[src/mks_pkg.sv]
// mode key sequencer package: states, key and indicator carriers, timing
// assumes a 20 MHz system clock shared by every user of this package
package mks_pkg;

  // ************************************************************
  // timing
  // ************************************************************
  localparam int unsigned CLK_HZ        = 20000000;
  localparam int unsigned FLASH_HALF_MS = 250;
  localparam int unsigned FLASH_HALF_CYC =
    (CLK_HZ / 1000) * FLASH_HALF_MS;
  localparam int unsigned BEEP_MS       = 100;
  localparam int unsigned BEEP_CYC      = (CLK_HZ / 1000) * BEEP_MS;

  // ************************************************************
  // states
  // ************************************************************
  typedef enum logic [1:0] {
    MKS_QUIET   = 2'b00,
    MKS_PERFORM = 2'b01,
    MKS_LOOPING = 2'b10,
    MKS_STOPPED = 2'b11
  } mks_state_t;

  // ************************************************************
  // carriers
  // ************************************************************
  typedef struct packed {
    logic stop;
    logic cont;
    logic again;
    logic loop;
    logic no;
  } mks_keys_t;

  typedef struct packed {
    logic start;
    logic abort;
    logic resume;
  } mks_engine_cmd_t;

  typedef struct packed {
    logic looping_lamp;
    logic stopped_lamp;
    logic idle_msg;
    logic loop_prompt;
    logic beep;
  } mks_panel_t;

endpackage

[src/mks_flasher.sv]
// free running square wave used to flash the panel annunciators
// assumes the enable input is the shared clock enable
`timescale 1ns/10ps
module mks_flasher #(
  parameter int unsigned HALF_CYC = mks_pkg::FLASH_HALF_CYC
) (
  input  wire logic clk,
  input  wire logic rst,
  input  wire logic ce,
  output logic      phase
);
  localparam int W = $clog2(HALF_CYC + 1);
  logic [W-1:0] cnt_reg;

  always_ff @(posedge clk or posedge rst) begin
    if (rst) begin
      cnt_reg <= '0;
      phase   <= 1'b0;
    end else if (ce) begin
      if (cnt_reg >= W'(HALF_CYC - 1)) begin
        cnt_reg <= '0;
        phase   <= ~phase;
      end else begin
        cnt_reg <= cnt_reg + W'(1);
      end
    end
  end
endmodule // mks_flasher

[src/mks_beeper.sv]
// one-shot timer that holds the beep output for a fixed length
// assumes a trigger is a one-cycle pulse; a new trigger restarts it
`timescale 1ns/10ps
module mks_beeper #(
  parameter int unsigned LEN_CYC = mks_pkg::BEEP_CYC
) (
  input  wire logic clk,
  input  wire logic rst,
  input  wire logic ce,
  input  wire logic trig,
  output logic      beep
);
  localparam int W = $clog2(LEN_CYC + 1);
  logic [W-1:0] cnt_reg;

  always_ff @(posedge clk or posedge rst) begin
    if (rst) begin
      cnt_reg <= '0;
      beep    <= 1'b0;
    end else if (ce) begin
      if (trig) begin
        cnt_reg <= W'(LEN_CYC - 1);
        beep    <= 1'b1;
      end else if (cnt_reg != '0) begin
        cnt_reg <= cnt_reg - W'(1);
      end else begin
        beep    <= 1'b0;
      end
    end
  end
endmodule // mks_beeper

[src/mks_sequencer.sv]
// mode key sequencer: reacts to stop, continue, again and loop keys
// while a selected function or built-in test runs on an engine.
// assumes keys arrive as single-cycle pulses synchronous to CLK and the
// engine reports done or error with one-cycle pulses.
`timescale 1ns/10ps

// ************************************************************
// sequencer top
// ************************************************************
// Overview of operation
// - reset gives quiescent; selecting a function starts performing.
// - error-free completion returns to quiescent by itself.
// - stop while quiescent keeps state, only restores idle message.
// - stop during performing aborts it and goes quiescent.
// - again after completion performs the same function once more.
// - loop after completion enters looping, flashing lamp, endless reruns.
// - stop while looping enters stopped with flashing stopped lamp.
// - stopped state starts nothing and waits for a key.
// - loop while stopped resumes looping, lamps swap flashing.
// - stop while stopped returns to quiescent with idle message.
// - again during performing restarts the function from the beginning.
// - loop during performing goes straight to looping.
// - again while looping ends looping and performs once more.
// - again while stopped enters looping.
// - continue without pending error only beeps.
// - same transitions for every function and built-in test.
// - test error halts, stopped lamp lit, loop prompt shown.
// - no or continue after error stop resumes the halted test.
module mks_sequencer #(
  parameter int unsigned FLASH_HALF = mks_pkg::FLASH_HALF_CYC,
  parameter int unsigned BEEP_LEN   = mks_pkg::BEEP_CYC
) (
  input  wire logic                  CLK,
  input  wire logic                  RST,
  input  wire logic                  CE,
  input  wire logic                  SELECT,
  input  wire mks_pkg::mks_keys_t    KEYS,
  input  wire logic                  DONE,
  input  wire logic                  ERROR,
  output mks_pkg::mks_engine_cmd_t   CMD,
  output mks_pkg::mks_panel_t        PANEL,
  output mks_pkg::mks_state_t        STATE
);

  // ************************************************************
  // state
  // ************************************************************
  mks_pkg::mks_state_t state_reg;
  mks_pkg::mks_state_t state_next;
  logic                ran_reg;
  logic                ran_next;
  logic                err_reg;
  logic                err_next;
  logic                idle_reg;
  logic                idle_next;
  logic                start_next;
  logic                abort_next;
  logic                resume_next;
  logic                beep_trig;
  logic                flash;
  logic                beep_w;
  logic                loop_lamp_reg;
  logic                stop_lamp_reg;
  mks_pkg::mks_engine_cmd_t cmd_reg;

  // ************************************************************
  // key decode
  // ************************************************************
  // keys are one-hot per cycle, so plain priority order is harmless
  always_comb begin
    state_next  = state_reg;
    ran_next    = ran_reg;
    err_next    = err_reg;
    idle_next   = idle_reg;
    start_next  = 1'b0;
    abort_next  = 1'b0;
    resume_next = 1'b0;
    beep_trig   = 1'b0;
    case (state_reg)
      mks_pkg::MKS_QUIET: begin
        if (SELECT) begin
          state_next = mks_pkg::MKS_PERFORM;
          start_next = 1'b1;
          ran_next   = 1'b1;
          idle_next  = 1'b0;
        end else if (KEYS.stop) begin
          idle_next = 1'b1;
        end else if (KEYS.again && ran_reg) begin
          state_next = mks_pkg::MKS_PERFORM;
          start_next = 1'b1;
          idle_next  = 1'b0;
        end else if (KEYS.loop && ran_reg) begin
          state_next = mks_pkg::MKS_LOOPING;
          start_next = 1'b1;
          idle_next  = 1'b0;
        end else if (KEYS.cont) begin
          beep_trig = 1'b1;
        end
      end
      mks_pkg::MKS_PERFORM: begin
        if (KEYS.stop) begin
          state_next = mks_pkg::MKS_QUIET;
          abort_next = 1'b1;
        end else if (KEYS.again) begin
          abort_next = 1'b1;
          start_next = 1'b1;
        end else if (KEYS.loop) begin
          state_next = mks_pkg::MKS_LOOPING;
        end else if (KEYS.cont) begin
          beep_trig = 1'b1;
        end else if (ERROR) begin
          state_next = mks_pkg::MKS_STOPPED;
          err_next   = 1'b1;
          beep_trig  = 1'b1;
        end else if (DONE) begin
          state_next = mks_pkg::MKS_QUIET;
        end
      end
      mks_pkg::MKS_LOOPING: begin
        if (KEYS.stop) begin
          state_next = mks_pkg::MKS_STOPPED;
          abort_next = 1'b1;
        end else if (KEYS.again) begin
          state_next = mks_pkg::MKS_PERFORM;
          abort_next = 1'b1;
          start_next = 1'b1;
        end else if (KEYS.cont) begin
          beep_trig = 1'b1;
        end else if (ERROR) begin
          state_next = mks_pkg::MKS_STOPPED;
          err_next   = 1'b1;
          beep_trig  = 1'b1;
        end else if (DONE) begin
          start_next = 1'b1;
        end
      end
      mks_pkg::MKS_STOPPED: begin
        // nothing is started here without a key
        if (KEYS.stop) begin
          state_next = mks_pkg::MKS_QUIET;
          idle_next  = 1'b1;
          err_next   = 1'b0;
          abort_next = err_reg;
        end else if (KEYS.loop || KEYS.again) begin
          state_next = mks_pkg::MKS_LOOPING;
          err_next   = 1'b0;
          abort_next = err_reg;
          start_next = 1'b1;
        end else if (err_reg && (KEYS.no || KEYS.cont)) begin
          state_next  = mks_pkg::MKS_PERFORM;
          err_next    = 1'b0;
          resume_next = 1'b1;
        end else if (KEYS.cont) begin
          beep_trig = 1'b1;
        end
      end
      default: begin
        state_next = mks_pkg::MKS_QUIET;
      end
    endcase
  end

  // ************************************************************
  // state register
  // ************************************************************
  always_ff @(posedge CLK or posedge RST) begin
    if (RST) begin
      state_reg <= mks_pkg::MKS_QUIET;
    end else if (CE) begin
      state_reg <= state_next;
    end
  end

  // ************************************************************
  // history flags
  // ************************************************************
  // again and loop need a function to repeat, so they wait for a first run
  always_ff @(posedge CLK or posedge RST) begin
    if (RST) begin
      ran_reg <= 1'b0;
    end else if (CE) begin
      ran_reg <= ran_next;
    end
  end

  // set by an engine error, cleared by whatever key leaves the error stop
  always_ff @(posedge CLK or posedge RST) begin
    if (RST) begin
      err_reg <= 1'b0;
    end else if (CE) begin
      err_reg <= err_next;
    end
  end

  // the idle message is up out of reset, as after a stop in quiescence
  always_ff @(posedge CLK or posedge RST) begin
    if (RST) begin
      idle_reg <= 1'b1;
    end else if (CE) begin
      idle_reg <= idle_next;
    end
  end

  // ************************************************************
  // engine commands
  // ************************************************************
  // a low enable holds a pulse, so the engine must share the enable
  always_ff @(posedge CLK or posedge RST) begin
    if (RST) begin
      cmd_reg <= '0;
    end else if (CE) begin
      cmd_reg.start  <= start_next;
      cmd_reg.abort  <= abort_next;
      cmd_reg.resume <= resume_next;
    end
  end

  // ************************************************************
  // panel helpers
  // ************************************************************
  mks_flasher #(
    .HALF_CYC (FLASH_HALF)
  ) u_flash (
    .clk   (CLK),
    .rst   (RST),
    .ce    (CE),
    .phase (flash)
  );

  mks_beeper #(
    .LEN_CYC (BEEP_LEN)
  ) u_beep (
    .clk  (CLK),
    .rst  (RST),
    .ce   (CE),
    .trig (beep_trig),
    .beep (beep_w)
  );

  // ************************************************************
  // indicators
  // ************************************************************
  // lamps follow the next state so they change on the same edge as STATE
  always_ff @(posedge CLK or posedge RST) begin
    if (RST) begin
      loop_lamp_reg <= 1'b0;
    end else if (CE) begin
      loop_lamp_reg <=
        (state_next == mks_pkg::MKS_LOOPING) && flash;
    end
  end

  // an error stop shows a steady lamp; an operator stop flashes it
  always_ff @(posedge CLK or posedge RST) begin
    if (RST) begin
      stop_lamp_reg <= 1'b0;
    end else if (CE) begin
      stop_lamp_reg <= (state_next == mks_pkg::MKS_STOPPED) &&
        (err_next || flash);
    end
  end

  // ************************************************************
  // outputs
  // ************************************************************
  always_comb begin
    PANEL.looping_lamp = loop_lamp_reg;
    PANEL.stopped_lamp = stop_lamp_reg;
    PANEL.idle_msg     = idle_reg;
    PANEL.loop_prompt  = err_reg;
    PANEL.beep         = beep_w;
  end

  assign CMD   = cmd_reg;
  assign STATE = state_reg;

endmodule // mks_sequencer

[config.mk]
export PLATFORM = sky130hd
export DESIGN_NAME = mks_sequencer
export DESIGN_NICKNAME = d
export VERILOG_FILES = /design/src/mks_pkg.sv /design/src/mks_flasher.sv /design/src/mks_beeper.sv /design/src/mks_sequencer.sv
export SDC_FILE = /design/constraint.sdc
export NUM_CORES = 1
export LEC_CHECK = 0
export BUFFER_PORTS_ARGS = -buffer_cell sky130_fd_sc_hd__buf_2
export CAP_MARGIN = 40
export CORE_MARGIN = 5
export CORE_UTILIZATION = 55
export CTS_CLUSTER_DIAMETER = 30
export CTS_CLUSTER_SIZE = 20
export DETAILED_ROUTE_END_ITERATION = 8
export PLACE_DENSITY = 0.76
export SLEW_MARGIN = 0
export SYNTH_ARGS = -nofsm -noshare
export SYNTH_HDL_FRONTEND = slang
export SYNTH_SLANG_ARGS = --single-unit
[constraint.sdc]
create_clock -name CLK -period 2.24 [get_ports CLK]
set_input_delay 0.448 -clock CLK [delete_from_list [all_inputs] [get_ports CLK]]
set_output_delay 0.448 -clock CLK [all_outputs]
set_load 0.01 [all_outputs]
**Yosys cells after proc, flatten, opt, wreduce, memory -nomap -nowiden**

Cells that the tools add are included.

- Add/sub/neg operators: 2
- Magnitude comparators: 1
- Equal/unequal tests: 8
- Muxes and demuxes: 78
- Bitwise gates (word level): 1
- Reduce and logical (&&, ||, !) cells: 18

Operator list:

| kind | number |
|---|---|
| 1-bit two-way mux | 52 |
| 21-bit two-way mux | 2 |
| 2-bit two-way mux | 17 |
| 23-bit by 1-bit adder with 23-bit output, second input constant | 1 |
| 23-bit >= comparator, second input constant | 1 |
| 23-bit two-way mux | 1 |
| 21-bit nonzero test | 1 |
| 21-bit by 1-bit subtractor with 21-bit output, second input constant | 1 |
| 2-bit == test, second input constant | 4 |
| 1-bit one-hot mux with 4 select lines | 2 |
| 2-bit one-hot mux with 4 select lines | 1 |
| 2-bit AND reduction | 3 |
| 1-bit logical AND | 5 |
| 5-bit inequality test, second input constant | 1 |
| 2-bit inequality test, second input constant | 2 |
| 1-bit one-hot mux with 2 select lines | 2 |
| 4-bit AND reduction | 1 |
| 2-bit nonzero test | 2 |
| 1-bit logical OR | 3 |
| 1-bit one-hot mux with 3 select lines | 1 |
| 3-bit AND reduction | 1 |
| 2-bit by 1-bit == test with 1-bit output, second input constant | 1 |
| 2-bit logical NOT | 1 |
| 2-bit OR reduction | 1 |
| 1-bit NOT | 1 |

- Bits in registers: 56
- Input bits: 11
- Word-level logic and storage cells: 121

**Depth between registers and ports, before layout**

- Depth in word-level cells: 9
- Gate-level depth with buffers: 9
- Depth with buffers taken out: 8

**By module**

Synthesis repeated with hierarchy kept, for this count alone.

- Cell total of the unflattened synthesis: 414
- Area total of the unflattened synthesis: 3,742.3 µm²

By module, submodules not included:

| module | times used | cells each | area each (µm²) |
|---|---|---|---|
| mks_beeper | 1 | 169 | 1,470.2 |
| mks_flasher | 1 | 136 | 1,382.6 |
| mks_sequencer | 1 | 109 | 889.6 |

**Worst setup path before layout**

OpenSTA, ideal clock, no wires.

- Path type: register to register
- Start: register state_reg[0] (netlist: STATE[0])
- End: register u_beep.cnt_reg[14]
- Library setup time: 119 ps
- Arrival time: 2,253 ps
- Path slack: -132 ps
- Cell stages (with the launch flop): 9
- Path buffers: 1
- Period minus slack after synthesis: 2,372 ps
- Path through: dfrtp_1 > ha_1 > or4b_1 > or3_1 > a32oi_2 > buf_6 > o211ai_1 > xnor2_1 > and2_1

- Word-level cells in the longest chain between the ends: 4
- Elaborated cells on any way between the ends: 8

RTL lines:

| element | RTL line | text |
|---|---|---|
| from (decl) | mks_sequencer.sv:48 | `mks_pkg::mks_state_t state_reg;` |
| from (signal assigned) | mks_sequencer.sv:168 | `state_reg <= mks_pkg::MKS_QUIET;` |
| from (signal assigned) | mks_sequencer.sv:170 | `state_reg <= state_next;` |
| 2-bit == test, or another cell as far along | mks_sequencer.sv:79 | `case (state_reg)` |
| 1-bit one-hot mux with 4 select lines * | mks_sequencer.sv:79 |  |
| 2-bit nonzero test (no source line) | - |  |
| 2-bit AND reduction (no source line) | - |  |
| to (signal assigned) | mks_beeper.sv:22 | `cnt_reg <= W'(LEN_CYC - 1);` |
| to (signal assigned) | mks_beeper.sv:25 | `cnt_reg <= cnt_reg - W'(1);` |
| to (decl) | mks_beeper.sv:14 | `logic [W-1:0] cnt_reg;` |

Every way passes the cells marked *; elsewhere a longest branch is shown, timed or not.
A chain may end at the register's enable or synchronous reset.

**Worst setup path in the final report**

Same ends and word-level chain as after synthesis.

==> summary.md <==
| Metric | Value |
|---|---|
| Post-route setup slack | `-43.5 ps` |
| CP max FO | `21` |
| F_max | `0.438 GHz` |
| Root buf cell | `clkbuf_8` |
| Number of synthesized flops with an enable pin | `0` |
| Post-DP Area | `3590 um^2` |
| Synth Register Bits | `56` |
| Vias | `2807` |
| Synthesized instance count | `367` |
| Pin count of the biggest net entering global routing | `57` |
| Die Area | `7640 um^2` |
| Failing checks | `setup timing` |
| Final period util | `102%` |
| Syn. warnings | `0` |
| CP Launch Type | `flip-flop` |
| Dpl hpwl | `4.94 mm` |
| Core ar. | `5890 um^2` |
| Final WL | `7.14 mm` |
| P per Cell Area | `890 nW/um^2` |
| Setup violators final | `6` |
| Worst Skew | `11.2 ps` |
| Count of input and output buffers | `20` |
| Relative slew slack | `56.2%` |
| Mapped Nets | `385` |
| Clock sink count | `56` |
| Ports | `21` |
| # diodes | `0` |
| DIE WIDTH | `87.4 um` |
| Inst Count DP | `464` |
| Max reg flops | `23` |
| Grt total ovfl | `0` |
| Worst slew pin tran | `657 ps` |
| CP Launch Point | `STATE[0]$_DFFE_PP0P_` |
| Count of pins over their slew limit | `0` |
| Initial antenna violation count | `0` |
| Final Wtd Congestion | `0.993` |
| Top-area cell type share of the netlist area | `41.7%` |
| WS Path Type | `flip-flop to flip-flop` |
| Cell with the most instances after synthesis | `dfrtp_1` |
| CTS H-tree lvls | `2` |
| DRT iter0 DRCs | `241` |
| Clock transition at the registers of the reported paths | `120 ps` |
| Async S/R FF share, synth | `100%` |
| Mapped Area | `3300 um^2` |
| R2r endpoint | `u_beep.cnt_reg[14]$_DFFE_PP0P_` |
| Drt drc | `0` |
| Worst setup path endpoint | `u_beep.cnt_reg[14]$_DFFE_PP0P_` |
| LEAKAGE | `1.65 nW` |
| Hold Crit Class | `primary input to async pin` |
| Die Y | `87.4 um` |
| Finished Cell Area | `3730 um^2` |
| Cell variety after synth | `55` |
| Register area share after synthesis | `42.5%` |
| Max-cap check violation count | `0` |
| Fillers | `480` |
| Fin. Hold Viols | `0` |
| Syn-to-layout area delta | `13.2%` |
| Reg2reg setup slack | `-40 ps` |
| Commonest register cell after synthesis | `dfrtp_1` |
| Syn avg cell area | `8.98 um^2` |
| RSZ-0062 raised after global routing | `true` |
| Min Hold Slack | `163 ps` |
| Layout cells sized above 1 | `20.2%` |
| Detail Route Antenna Nets | `0` |
| NumNets Final | `414` |
| Clk Latency, worst-skew pair | `320 ps` |
| Element type at the critical path end | `flip-flop` |
| CTS tree | `built` |
| Status | `finished, violations left` |
| Critical path arrival | `2500 ps` |
| Critical Path RT | `2460 ps` |
| GRT Overall Usage | `20.0%` |
| First-pass GRT wire length | `12.4 mm` |
| VDD IR max | `0.699 mV` |
| Fin cells | `472` |
| Top post-synthesis cells by area | `dfrtp_1 (42%), xor2_1 (6.6%), nor2_1 (4.9%)` |
| Detailed Routing Iterations Pass 1 | `4` |
| Longest Clk Path Bufs | `2` |
| Worst r2r src | `STATE[0]$_DFFE_PP0P_` |
| Largest area contributor in the netlist | `dfrtp_1` |
| # hold bufs at CTS | `0` |
| Rows | `28` |
| Initial core utilization | `56.0%` |
| Post-synth top cells | `dfrtp_1 (55), nor2_1 (43), nand2_1 (26)` |
| Vias in the first global route | `2661` |
| Worst reg-to-reg path cell count | `8` |
| Vias per cell | `5.95` |
| Post-route minimum period | `2280 ps` |
| DR WL/cell | `15.1 um` |
| Number of buffers created by CTS | `5` |
[cell type report]
class	instances	area [um^2]	area share, %
clock inverters	3	28.8	0.771
flip-flops and latches	56	1410	37.6
inverters	15	56.3	1.51
repair buffers	44	305	8.18
well taps	75	93.8	2.51
clock buffers	5	68.8	1.84
multi-input cells	274	1770	47.5
[worst max-delay path: stages, from the launching register on]
cell and delay (ps):
dfrtp_2 410, ha_4 150, or4b_4 450, or3_4 340, a32oi_2 220, buf_12 190, o211ai_1 120, xnor2_1 140
and2_1 150
[how the worst min path moves through the flow]
stage                                 endpoint  cells after the start                  from
2_1_floorplan             idle_reg$_DFFE_PP1P_                      2  idle_reg$_DFFE_PP1P_
3_3_place_gp              idle_reg$_DFFE_PP1P_                      2  idle_reg$_DFFE_PP1P_
3_5_place_dp              idle_reg$_DFFE_PP1P_                      2  idle_reg$_DFFE_PP1P_
4_1_cts        u_flash.cnt_reg[12]$_DFFE_PP0P_                      3                   RST
5_1_grt        u_flash.cnt_reg[15]$_DFFE_PP0P_                      3                   RST
6_report        u_beep.cnt_reg[13]$_DFFE_PP0P_                      3                   RST
[cell families after synthesis]
kind of cell	synth area share (%)
AOI/OAI and AO/OA	15.3
xor gates and xnor gates	8.50
adders and majority gates	2.66
buffers and inverters	5.46
DFF	42.5
muxes	1.33
and+or+nand+nor	24.2
[layer usage]
metal	share of wire, %	wire length (um)	up-vias	GRT usage (%)
li1	-	-	1358	-
met1	46	3310	1341	28.1
met3	5.9	420	6	3.31
met5	0	0	-	0
met2	47	3340	102	31.8
met4	0.91	65	0	6.00
[power breakdown]
part	leakage [nW]	total [mW]	internal (mW)	switching, mW
registers	0.706	1.53	1.28	0.249
logic	0.889	1.19	0.564	0.624
clock network	0.0511	0.606	0.237	0.369
[timing repair]
item / 4_1_cts / 5_1_grt
endpoints found under the hold margin: 0 / 0
endpoints found under the setup margin: 18 / 21
pin swaps: 0 / 0
setup buffers: 0 / 0
resized for setup: 3 / 12
[layout by cell type, fill, tap and decap left out, drive strengths merged, types with 5 or more instances in the layout]
master and n:
dfrtp 55, buf 44, nor2 43, o21ai 30, nand2 26, xor2 25
inv 17, nand3 13, a21oi 12, and3 11, nor3 11, nor2b 10
xnor2 7, nor4 7, ha 7, o2111ai 6, a22o 5, nand4 5
clkbuf 5, and2 5
[metrics by stage]
| step | total power [mW] | utilization [%] | TNS (ps) | worst slack [ps] |
|---|---|---|---|---|
| after floorplan | 2.28 | - | -5.62 | -5.62 |
| after global placement | 2.64 | 60.9 | -1460 | -99.6 |
| after detailed placement | 2.68 | 60.9 | -1700 | -123 |
| after CTS | 3.31 | 62.8 | -279 | -49.8 |
| after global routing | 3.57 | 63.4 | -1440 | -147 |
| final | 3.32 | 63.4 | -67.5 | -43.5 |
Note: power is estimated with default switching activity, not from simulation.
